===== src/hdl/mac_unit_regs.vh =====
// Constants for the multiply, ALU and work-register datapath
`ifndef MAC_UNIT_REGS_VH
`define MAC_UNIT_REGS_VH

// ALU operation codes
`define ALU_OP_W 4
`define ALU_ADD 4'h0
`define ALU_SUB 4'h1
`define ALU_LOAD 4'h2
`define ALU_AND 4'h3
`define ALU_OR 4'h4
`define ALU_XOR 4'h5
`define ALU_NOT 4'h6
`define ALU_CMPEQ 4'h7
`define ALU_CMPNE 4'h8

// First adder input select
`define ASEL_W 3
`define ASEL_ZERO 3'h0
`define ASEL_BUS 3'h1
`define ASEL_PHI 3'h2
`define ASEL_PLO 3'h3
`define ASEL_OFS 3'h4

// Multiplicand source
`define MCND_W 2
`define MCND_LATCH 2'h0
`define MCND_ACC 2'h1
`define MCND_OFS 2'h2

// Register move targets/sources
`define MOV_W 3
`define MOV_NONE 3'h0
`define MOV_MPR 3'h1
`define MOV_PHI 3'h2
`define MOV_SHC 3'h3
`define MOV_PTR 3'h4
`define MOV_MCND 3'h5

// Pointer update modes
`define PTR_W 2
`define PTR_HOLD 2'h0
`define PTR_LOAD 2'h1
`define PTR_ADD 2'h2

// Accumulator write destination
`define DST_W 2
`define DST_NONE 2'h0
`define DST_ACC 2'h1
`define DST_OFS 2'h2

`define WORD_W 16
`define ADDR_W 5
`define NUM_ACC 32
`define NUM_PTR 4
`define SHC_W 4
`define OFS_STEP 5'h10

// Reset values
`define RST_WORD 16'h0000
`define RST_PTR 5'h00
`define RST_SHC 4'h0

`endif


===== src/hdl/mac_unit.v =====
// Multiply, ALU and work-register file datapath of the processor core
//
// What this block does
// - Signed 17x17 multiply within one cycle
// - Bit 16 zero or copy of bit 15, except top bit of fractional shift operand
// - Product low to ALU same cycle
// - Product high latched at cycle end
// - Multiplicand memory/accumulator/offset; multiplier register or shift
// - Shift code decoded to one-hot multiplier
// - Fractional flag shifts decoded operand once more
// - Multiplier registers load/store; high word transfers
// - Multiplicand written from bus, never read
// - First input: zero, bus, high, low, offset
// - Second input: zero or addressed register
// - Add, sub, load, logic, equality compares
// - Compares never modify work registers
// - Sixteen-bit word, strings via carry chain
// - Thirty-two registers, two sixteen-entry halves
// - File supplies addressed and offset operands
// - Four five-bit pointers, direct addressing
// - Offset partner is address plus sixteen
// - Two-bit field picks the pointer
// - Pointers load, store, load or add constant
`timescale 1ns/100ps
`include "mac_unit_regs.vh"
module mac_unit (
   input wire i_sys_clk,
   input wire i_rst_n,
   // Instruction sequencer controls
   input wire [1:0] i_ptr_sel,
   input wire i_indirect,
   input wire i_use_offset,
   input wire i_swap_operands,
   input wire [`ASEL_W-1:0] i_asel,
   input wire i_bsel_acc,
   input wire [`ALU_OP_W-1:0] i_alu_op,
   input wire [`DST_W-1:0] i_dst,
   input wire i_string_cont,
   input wire i_mul_en,
   input wire i_shift_mode,
   input wire [`MCND_W-1:0] i_mcnd_src,
   input wire i_mcnd_signed,
   input wire i_mplr_signed,
   input wire i_frac_flag,
   input wire [`MOV_W-1:0] i_load_dst,
   input wire [`MOV_W-1:0] i_store_src,
   input wire i_phi_from_acc,
   input wire i_phi_to_acc,
   input wire [`PTR_W-1:0] i_ptr_mode,
   input wire [4:0] i_ptr_const,
   // Data memory / program memory words
   input wire [15:0] i_data_bus,
   // Results
   output reg [15:0] o_store_data,
   output reg o_store_valid,
   output reg [15:0] o_alu_result,
   output reg o_cmp_true,
   output reg o_carry,
   output reg [15:0] o_product_upper_word,
   output reg [15:0] o_multiplier_operand,
   output reg [3:0] o_shift_code
);
   reg [15:0] work_ff [0:`NUM_ACC-1];
   reg [4:0] ptr_ff [0:`NUM_PTR-1];
   reg [15:0] mpr_ff;
   reg [15:0] mcnd_ff;
   reg [15:0] phi_ff;
   reg [3:0] shc_ff;
   reg carry_ff;

   wire [4:0] cur_ptr;
   wire [4:0] prim_addr;
   wire [4:0] ofs_addr;
   wire [4:0] rd_addr;
   wire [4:0] rd_ofs_addr;
   wire [15:0] acc_rd;
   wire [15:0] ofs_rd;
   wire [33:0] product;
   wire [15:0] product_lower_word;
   reg [16:0] mplr_val;
   reg [15:0] mcnd_val;
   reg [15:0] first_adder_input;
   reg [15:0] second_adder_input;
   reg [15:0] nxt_result;
   reg nxt_carry;
   reg nxt_cmp;
   reg [16:0] sum;
   reg [15:0] shift_onehot;
   reg [15:0] nxt_store;
   reg nxt_store_valid;
   reg [4:0] wr_addr;
   reg wr_en;
   reg [15:0] wr_data;
   reg is_cmp;

   assign cur_ptr = ptr_ff[i_ptr_sel];
   // direct form uses all five bits
   assign prim_addr = i_indirect ? {1'b0, cur_ptr[3:0]} : cur_ptr;
   // circular partner, plus sixteen mod 32
   assign ofs_addr = prim_addr + `OFS_STEP;
   // Swap exchanges which of the pair is the addressed operand
   assign rd_addr = (i_swap_operands | i_use_offset) ? ofs_addr : prim_addr;
   assign rd_ofs_addr = (i_swap_operands | i_use_offset) ? prim_addr : ofs_addr;
   assign acc_rd = work_ff[rd_addr];
   assign ofs_rd = work_ff[rd_ofs_addr];

   // one-hot decode of the shift code
   always @* begin
      shift_onehot = 16'h0000;
      shift_onehot[shc_ff] = 1'b1;
   end

   always @* begin
      if (i_shift_mode) begin
         // fractional mode doubles the decoded operand
         if (i_frac_flag) begin
            mplr_val = {shift_onehot, 1'b0};
         end else begin
            mplr_val = {1'b0, shift_onehot};
         end
      end else begin
         mplr_val = {1'b0, mpr_ff};
      end
      case (i_mcnd_src)
         `MCND_ACC: mcnd_val = acc_rd;
         `MCND_OFS: mcnd_val = ofs_rd;
         default: mcnd_val = mcnd_ff;
      endcase
   end

   mul17 u_mul (
      .i_mcnd(mcnd_val),
      .i_mcnd_signed(i_mcnd_signed & ~i_shift_mode),
      .i_mplr(mplr_val),
      .i_mplr_signed(i_mplr_signed & ~i_shift_mode),
      .o_product(product)
   );

   // lower word goes straight to the ALU
   assign product_lower_word = product[15:0];

   // first adder input mux; second input mux
   always @* begin
      case (i_asel)
         `ASEL_BUS: first_adder_input = i_data_bus;
         `ASEL_PHI: first_adder_input = phi_ff;
         `ASEL_PLO: first_adder_input = product_lower_word;
         `ASEL_OFS: first_adder_input = ofs_rd;
         default: first_adder_input = 16'h0000;
      endcase
      second_adder_input = i_bsel_acc ? acc_rd : 16'h0000;
   end

   always @* begin
      sum = 17'h00000;
      nxt_carry = carry_ff;
      nxt_cmp = 1'b0;
      is_cmp = 1'b0;
      case (i_alu_op)
         `ALU_ADD: begin
            // carry links words of a string
            sum = {1'b0, second_adder_input} + {1'b0, first_adder_input} + {16'h0000, (i_string_cont & carry_ff)};
            nxt_result = sum[15:0];
            nxt_carry = sum[16];
         end
         `ALU_SUB: begin
            sum = {1'b0, second_adder_input} + {1'b0, ~first_adder_input}
               + {16'h0000, (i_string_cont ? carry_ff : 1'b1)};
            nxt_result = sum[15:0];
            nxt_carry = sum[16];
         end
         `ALU_LOAD: nxt_result = first_adder_input;
         `ALU_AND: nxt_result = second_adder_input & first_adder_input;
         `ALU_OR: nxt_result = second_adder_input | first_adder_input;
         `ALU_XOR: nxt_result = second_adder_input ^ first_adder_input;
         `ALU_NOT: nxt_result = ~first_adder_input;
         `ALU_CMPEQ: begin
            is_cmp = 1'b1;
            nxt_result = second_adder_input ^ first_adder_input;
            // String compare stays true only while every word matched
            nxt_cmp = (nxt_result == 16'h0000) & (~i_string_cont | o_cmp_true);
         end
         `ALU_CMPNE: begin
            is_cmp = 1'b1;
            nxt_result = second_adder_input ^ first_adder_input;
            nxt_cmp = (nxt_result != 16'h0000) | (i_string_cont & o_cmp_true);
         end
         default: nxt_result = first_adder_input;
      endcase
   end

   // Write-back select and store path
   always @* begin
      wr_en = 1'b0;
      wr_addr = rd_addr;
      wr_data = nxt_result;
      if (!is_cmp) begin
         case (i_dst)
            `DST_ACC: begin
               wr_en = 1'b1;
               wr_addr = rd_addr;
            end
            `DST_OFS: begin
               wr_en = 1'b1;
               wr_addr = rd_ofs_addr;
            end
            default: wr_en = 1'b0;
         endcase
      end
      // high word into a work register
      if (i_phi_to_acc) begin
         wr_en = 1'b1;
         wr_addr = rd_addr;
         wr_data = phi_ff;
      end
      nxt_store_valid = 1'b1;
      case (i_store_src)
         `MOV_MPR: nxt_store = mpr_ff;
         `MOV_PHI: nxt_store = phi_ff;
         `MOV_SHC: nxt_store = {12'h000, shc_ff};
         `MOV_PTR: nxt_store = {11'h000, cur_ptr};
         default: begin
            nxt_store = 16'h0000;
            nxt_store_valid = 1'b0;
         end
      endcase
   end

   // thirty-two word file, one write port
   genvar gi;
   generate
      for (gi = 0; gi < `NUM_ACC; gi = gi + 1) begin : g_work
         always @(posedge i_sys_clk) begin
            if (!i_rst_n) begin
               work_ff[gi] <= `RST_WORD;
            end else if (wr_en && wr_addr == gi) begin
               work_ff[gi] <= wr_data;
            end
         end
      end
      for (gi = 0; gi < `NUM_PTR; gi = gi + 1) begin : g_ptr
         always @(posedge i_sys_clk) begin
            if (!i_rst_n) begin
               ptr_ff[gi] <= `RST_PTR;
            end else if (i_ptr_sel == gi) begin
               if (i_load_dst == `MOV_PTR) begin
                  ptr_ff[gi] <= i_data_bus[4:0];
               end else if (i_ptr_mode == `PTR_LOAD) begin
                  ptr_ff[gi] <= i_ptr_const;
               end else if (i_ptr_mode == `PTR_ADD) begin
                  ptr_ff[gi] <= ptr_ff[gi] + i_ptr_const;
               end
            end
         end
      end
   endgenerate

   always @(posedge i_sys_clk) begin
      if (!i_rst_n) begin
         mpr_ff <= `RST_WORD;
         mcnd_ff <= `RST_WORD;
         phi_ff <= `RST_WORD;
         shc_ff <= `RST_SHC;
         carry_ff <= 1'b0;
         o_store_data <= `RST_WORD;
         o_store_valid <= 1'b0;
         o_alu_result <= `RST_WORD;
         o_cmp_true <= 1'b0;
         o_carry <= 1'b0;
         o_product_upper_word <= `RST_WORD;
         o_multiplier_operand <= `RST_WORD;
         o_shift_code <= `RST_SHC;
      end else begin
         // loads from the data bus (memory or program constants)
         if (i_load_dst == `MOV_MPR) begin
            mpr_ff <= i_data_bus;
            o_multiplier_operand <= i_data_bus;
         end
         if (i_load_dst == `MOV_SHC) begin
            shc_ff <= i_data_bus[3:0];
            o_shift_code <= i_data_bus[3:0];
         end
         // multiplicand latch written only from the bus
         if (i_load_dst == `MOV_MCND) begin
            mcnd_ff <= i_data_bus;
         end
         // high word captured at cycle end
         if (i_mul_en) begin
            phi_ff <= product[31:16];
            o_product_upper_word <= product[31:16];
         end else if (i_load_dst == `MOV_PHI) begin
            phi_ff <= i_data_bus;
            o_product_upper_word <= i_data_bus;
         end else if (i_phi_from_acc) begin
            // work register into the high word
            phi_ff <= acc_rd;
            o_product_upper_word <= acc_rd;
         end
         carry_ff <= nxt_carry;
         o_carry <= nxt_carry;
         o_alu_result <= nxt_result;
         if (is_cmp) begin
            o_cmp_true <= nxt_cmp;
         end
         o_store_data <= nxt_store;
         o_store_valid <= nxt_store_valid;
      end
   end
endmodule


===== src/hdl/mul17.v =====
// Signed 17x17 multiplier with per-operand sign extension
`timescale 1ns/100ps
module mul17 (
   input wire [15:0] i_mcnd,
   input wire i_mcnd_signed,
   input wire [16:0] i_mplr,
   input wire i_mplr_signed,
   output wire [33:0] o_product
);
   wire signed [16:0] a_ext;
   wire signed [17:0] b_ext;
   wire signed [34:0] prod_full;

   assign a_ext = {(i_mcnd_signed & i_mcnd[15]), i_mcnd};
   // Operand may carry 17 significant bits in fractional shift mode, so widen once more
   // A set bit 16 means a positive 17-bit operand; otherwise bits 17:16 carry the sign
   assign b_ext = i_mplr[16] ? {1'b0, i_mplr} : {{2{i_mplr_signed & i_mplr[15]}}, i_mplr[15:0]};
   assign prod_full = a_ext * b_ext;
   assign o_product = prod_full[33:0];
endmodule


===== config.mk =====
export PLATFORM = sky130hd
export DESIGN_NAME = mac_unit
export DESIGN_NICKNAME = d
export VERILOG_FILES = /design/src/hdl/mac_unit.v /design/src/hdl/mul17.v
export VERILOG_INCLUDE_DIRS = /design/src /design/src/hdl
export SDC_FILE = /design/constraint.sdc
export NUM_CORES = 2
export LEC_CHECK = 0
export ABC_AREA = 1
export BUFFER_PORTS_ARGS = -buffer_cell sky130_fd_sc_hd__buf_2
export CAP_MARGIN = 20
export CELL_PAD_IN_SITES_DETAIL_PLACEMENT = 1
export CELL_PAD_IN_SITES_GLOBAL_PLACEMENT = 1
export CORE_MARGIN = 2
export CORE_UTILIZATION = 25
export CTS_BUF_LIST = sky130_fd_sc_hd__clkbuf_4
export DETAILED_ROUTE_END_ITERATION = 6
export PLACE_DENSITY_LB_ADDON = 0.1
export SYNTH_ARGS = -nofsm -noshare
export SYNTH_HDL_FRONTEND = slang
export SYNTH_HIERARCHICAL = 1
export SYNTH_SLANG_ARGS = --single-unit

===== constraint.sdc =====
create_clock -name i_sys_clk -period 11.7 [get_ports i_sys_clk]
set_input_delay 0 -clock i_sys_clk [delete_from_list [all_inputs] [get_ports i_sys_clk]]
set_output_delay 0 -clock i_sys_clk [all_outputs]
set_load 0.01 [all_outputs]

==> flow_metrics.tcl <==
set metrics [dict create \
    run_status "complete, no violations" \
    power_leakage_nw 24.5 \
    pre_antenna_drt_iters 7 \
    drt.antenna.violating_nets 0 \
    ys.warnings.count 6 \
    worstPathRequired_ns 12.72 \
    critPathTopFamily "buffers and inverters" \
    wirelength_mm 217 \
    grt_setup_unrepaired "false" \
    route.vias.total 40700 \
    grt_pass1_wl_mm 315 \
    final-setup-viol-count 0 \
    peakVddDrop_uv 110 \
    critical-path-slowest-cell "dlygate4sd3_1" \
    core_um2 183000 \
    area_of_the_mapped_netlist_um2 45900 \
    cts_root_buffer "clkbuf_4" \
    1st_iter_drt_viols 2725 \
    pwr_density_cell_nw_per_um2 130 \
    final.period_utilization 0.947 \
    gp_congestion 0.861 \
    vias_per_cell 4.83 \
    worst_pin_slew_ns 1.16 \
    setup.worst_path.class "register to register" \
    drt_drc 0 \
    fin_worst_hold_slack_ns 0.0692 \
    final_net_count 6415 \
    number_of_antenna_violations_at_the_first_check_in_global_routing 22 \
    timing.hold.worst.class "input port to register" \
    clock-sinks 619 \
    global_route.usage.total 0.233 \
    netlist_instances 5630 \
    end_kind "register" \
    critPathMaxStageDelay_ns 0.59 \
    crit_cells 47 \
    die_ht_um 432 \
    start_util 0.251 \
    cts_buffers 191 \
    finalSetupTns_ns 0 \
    timing.critical_path.buf_inv 15 \
    syn-mean-instance-area_um2 8.15 \
    slew_headroom 0.222 \
    die_w_um 432 \
    gr-total-overflow 0 \
    worstPathMaxFanout 33 \
    via_count_of_the_first_global_routing_pass 43300 \
    most_prevalent_standard_cell_on_the_critical_path "nand2_1" \
    fin_worst_skew_ns 0.138 \
    timing.critical_path.from_type "register" \
    ports 127 \
    largest_net_degree_at_the_start_of_global_routing 66 \
    placement_rows 157 \
    min_path_cells 7 \
    place_hpwl_mm 154 \
    post-route-worst-setup-slack_ns 0.617 \
    reg2regPathDepth 47 \
    synthesized_net_count 6143 \
    syn2layout_area_growth_pct 16.1 \
    worst-endpoint-arrival_ns 12.11 \
    fp.dieArea_um2 187000 \
    fin_crit_ns 11.08 \
    final_core_utilization 0.292 \
    dp_worst_setup_slack_ns 0.309 \
    drv.max_cap_violation_count 0 \
    power_consumption_w 0.00692 \
    share_of_layout_cells_above_drive_strength_1 0.115 \
    tritoncts "built" \
    timing_hold_violations_final 0 \
    path_clk_slew_ns 0.07 \
    cts-root-to-sink-buffers 3 \
    clk_latency_ns 1.27 \
    cts_h_tree_depth 4 \
    clock.fmax_mhz 90.2 \
    timing.final.max_slew_violations 0 \
    io_buffers 126 \
    detail_route.wl_per_cell_um 25.8 \
]
tightest hold or removal path, cell delays in order:
cell and delay [ns]:
buf_2 0.08, ha_1 0.14, o31ai_2 0.22, nand2_1 0.26
nor2_1 0.15, nand3_1 0.21, a21oi_1 0.06
power by group:
part	switching [W]	total [W]	internal [W]
clock	0.00112	0.00222	0.00110
combinational	0.00156	0.00213	0.000574
sequential	0.0000555	0.00257	0.00251
total	0.00273	0.00692	0.00419
metal layers:
metal	track usage	routed length (um)	part of all wire	vias to the layer above
met5	0	13	0.000060	-
met4	0.0679	5660	0.026	2
met3	0.0233	6430	0.030	251
met2	0.413	109000	0.50	787
met1	0.298	96100	0.44	21000
li1	-	-	-	18700
state kept, by name, summed over array words and instances (netlist names):
name	flops
carry_ff	1
mcnd_ff	16
mpr_ff	16
o_alu_result	16
o_cmp_true	1
o_store_data	16
o_store_valid	1
phi_ff	16
ptr_ff	20
shc_ff	4
work_ff	512
path summary, 6_finish.rpt:
path	to	start	slack [ns]
worst max register to register	o_alu_result[7]$_SDFF_PN0_	ptr_ff[3][0]$_DFFE_PP_	0.62
worst min register to register	mcnd_ff[0]$_SDFFE_PN0N_	mcnd_ff[0]$_SDFFE_PN0N_	0.45
worst min-delay path	work_ff[26][5]$_SDFFCE_PN0P_	i_dst[1]	0.07
worst max-delay path	o_alu_result[7]$_SDFF_PN0_	ptr_ff[3][0]$_DFFE_PP_	0.62
layout by cell type, fill, tap and decap left out, types with 6 or more instances in the layout:
master and count:
a21o_1 6, a21oi_1 574, a221oi_1 16, a22oi_1 15, a31oi_1 23, buf_12 17, buf_2 125, buf_4 147
clkbuf_4 281, clkinv_1 33, dfxtp_1 87, diode_2 13, dlygate4sd3_1 143, edfxtp_1 532, fa_1 305, ha_1 152
inv_1 802, inv_2 11, nand2_1 1348, nand2_2 16, nand2_4 8, nand3_1 147, nand3_2 14, nand3b_1 17
nand4_1 19, nor2_1 637, nor2_2 8, nor2_4 7, nor3_1 9, nor4_1 7, o211ai_1 8, o21ai_0 248
o21ai_1 86, o21bai_1 12, o221ai_1 26, o22ai_1 32, or2_2 8, xor2_1 33
metrics by stage:
stage / area (um^2) / cells
floorplan: 45900 / 5630
global placement: 49200 / 7943
detailed placement: 49200 / 7944
CTS: 53000 / 8417
global route: 53300 / 8433
finish: 53300 / 8437
final cells by class:
| class | instances | area [um^2] |
|---|---|---|
| fillers | 21800 | 129000 |
| multi-input cells | 3834 | 23500 |
| flip-flops and latches | 619 | 17700 |
| repair buffers | 441 | 3650 |
| inverters | 815 | 3070 |
| well taps | 2385 | 2980 |
| clock buffers | 281 | 2110 |
| clock inverters | 49 | 272 |
| diodes | 13 | 32.5 |
repair_timing:
action / in CTS / in global routing
hold buffers: 143 / 0
hold endpoints to repair: 564 / 0
gates resized for setup: 0 / 20
buffers inserted: 0 / 0
setup endpoints to repair: 0 / 145
(Power assumes the default switching activity.)
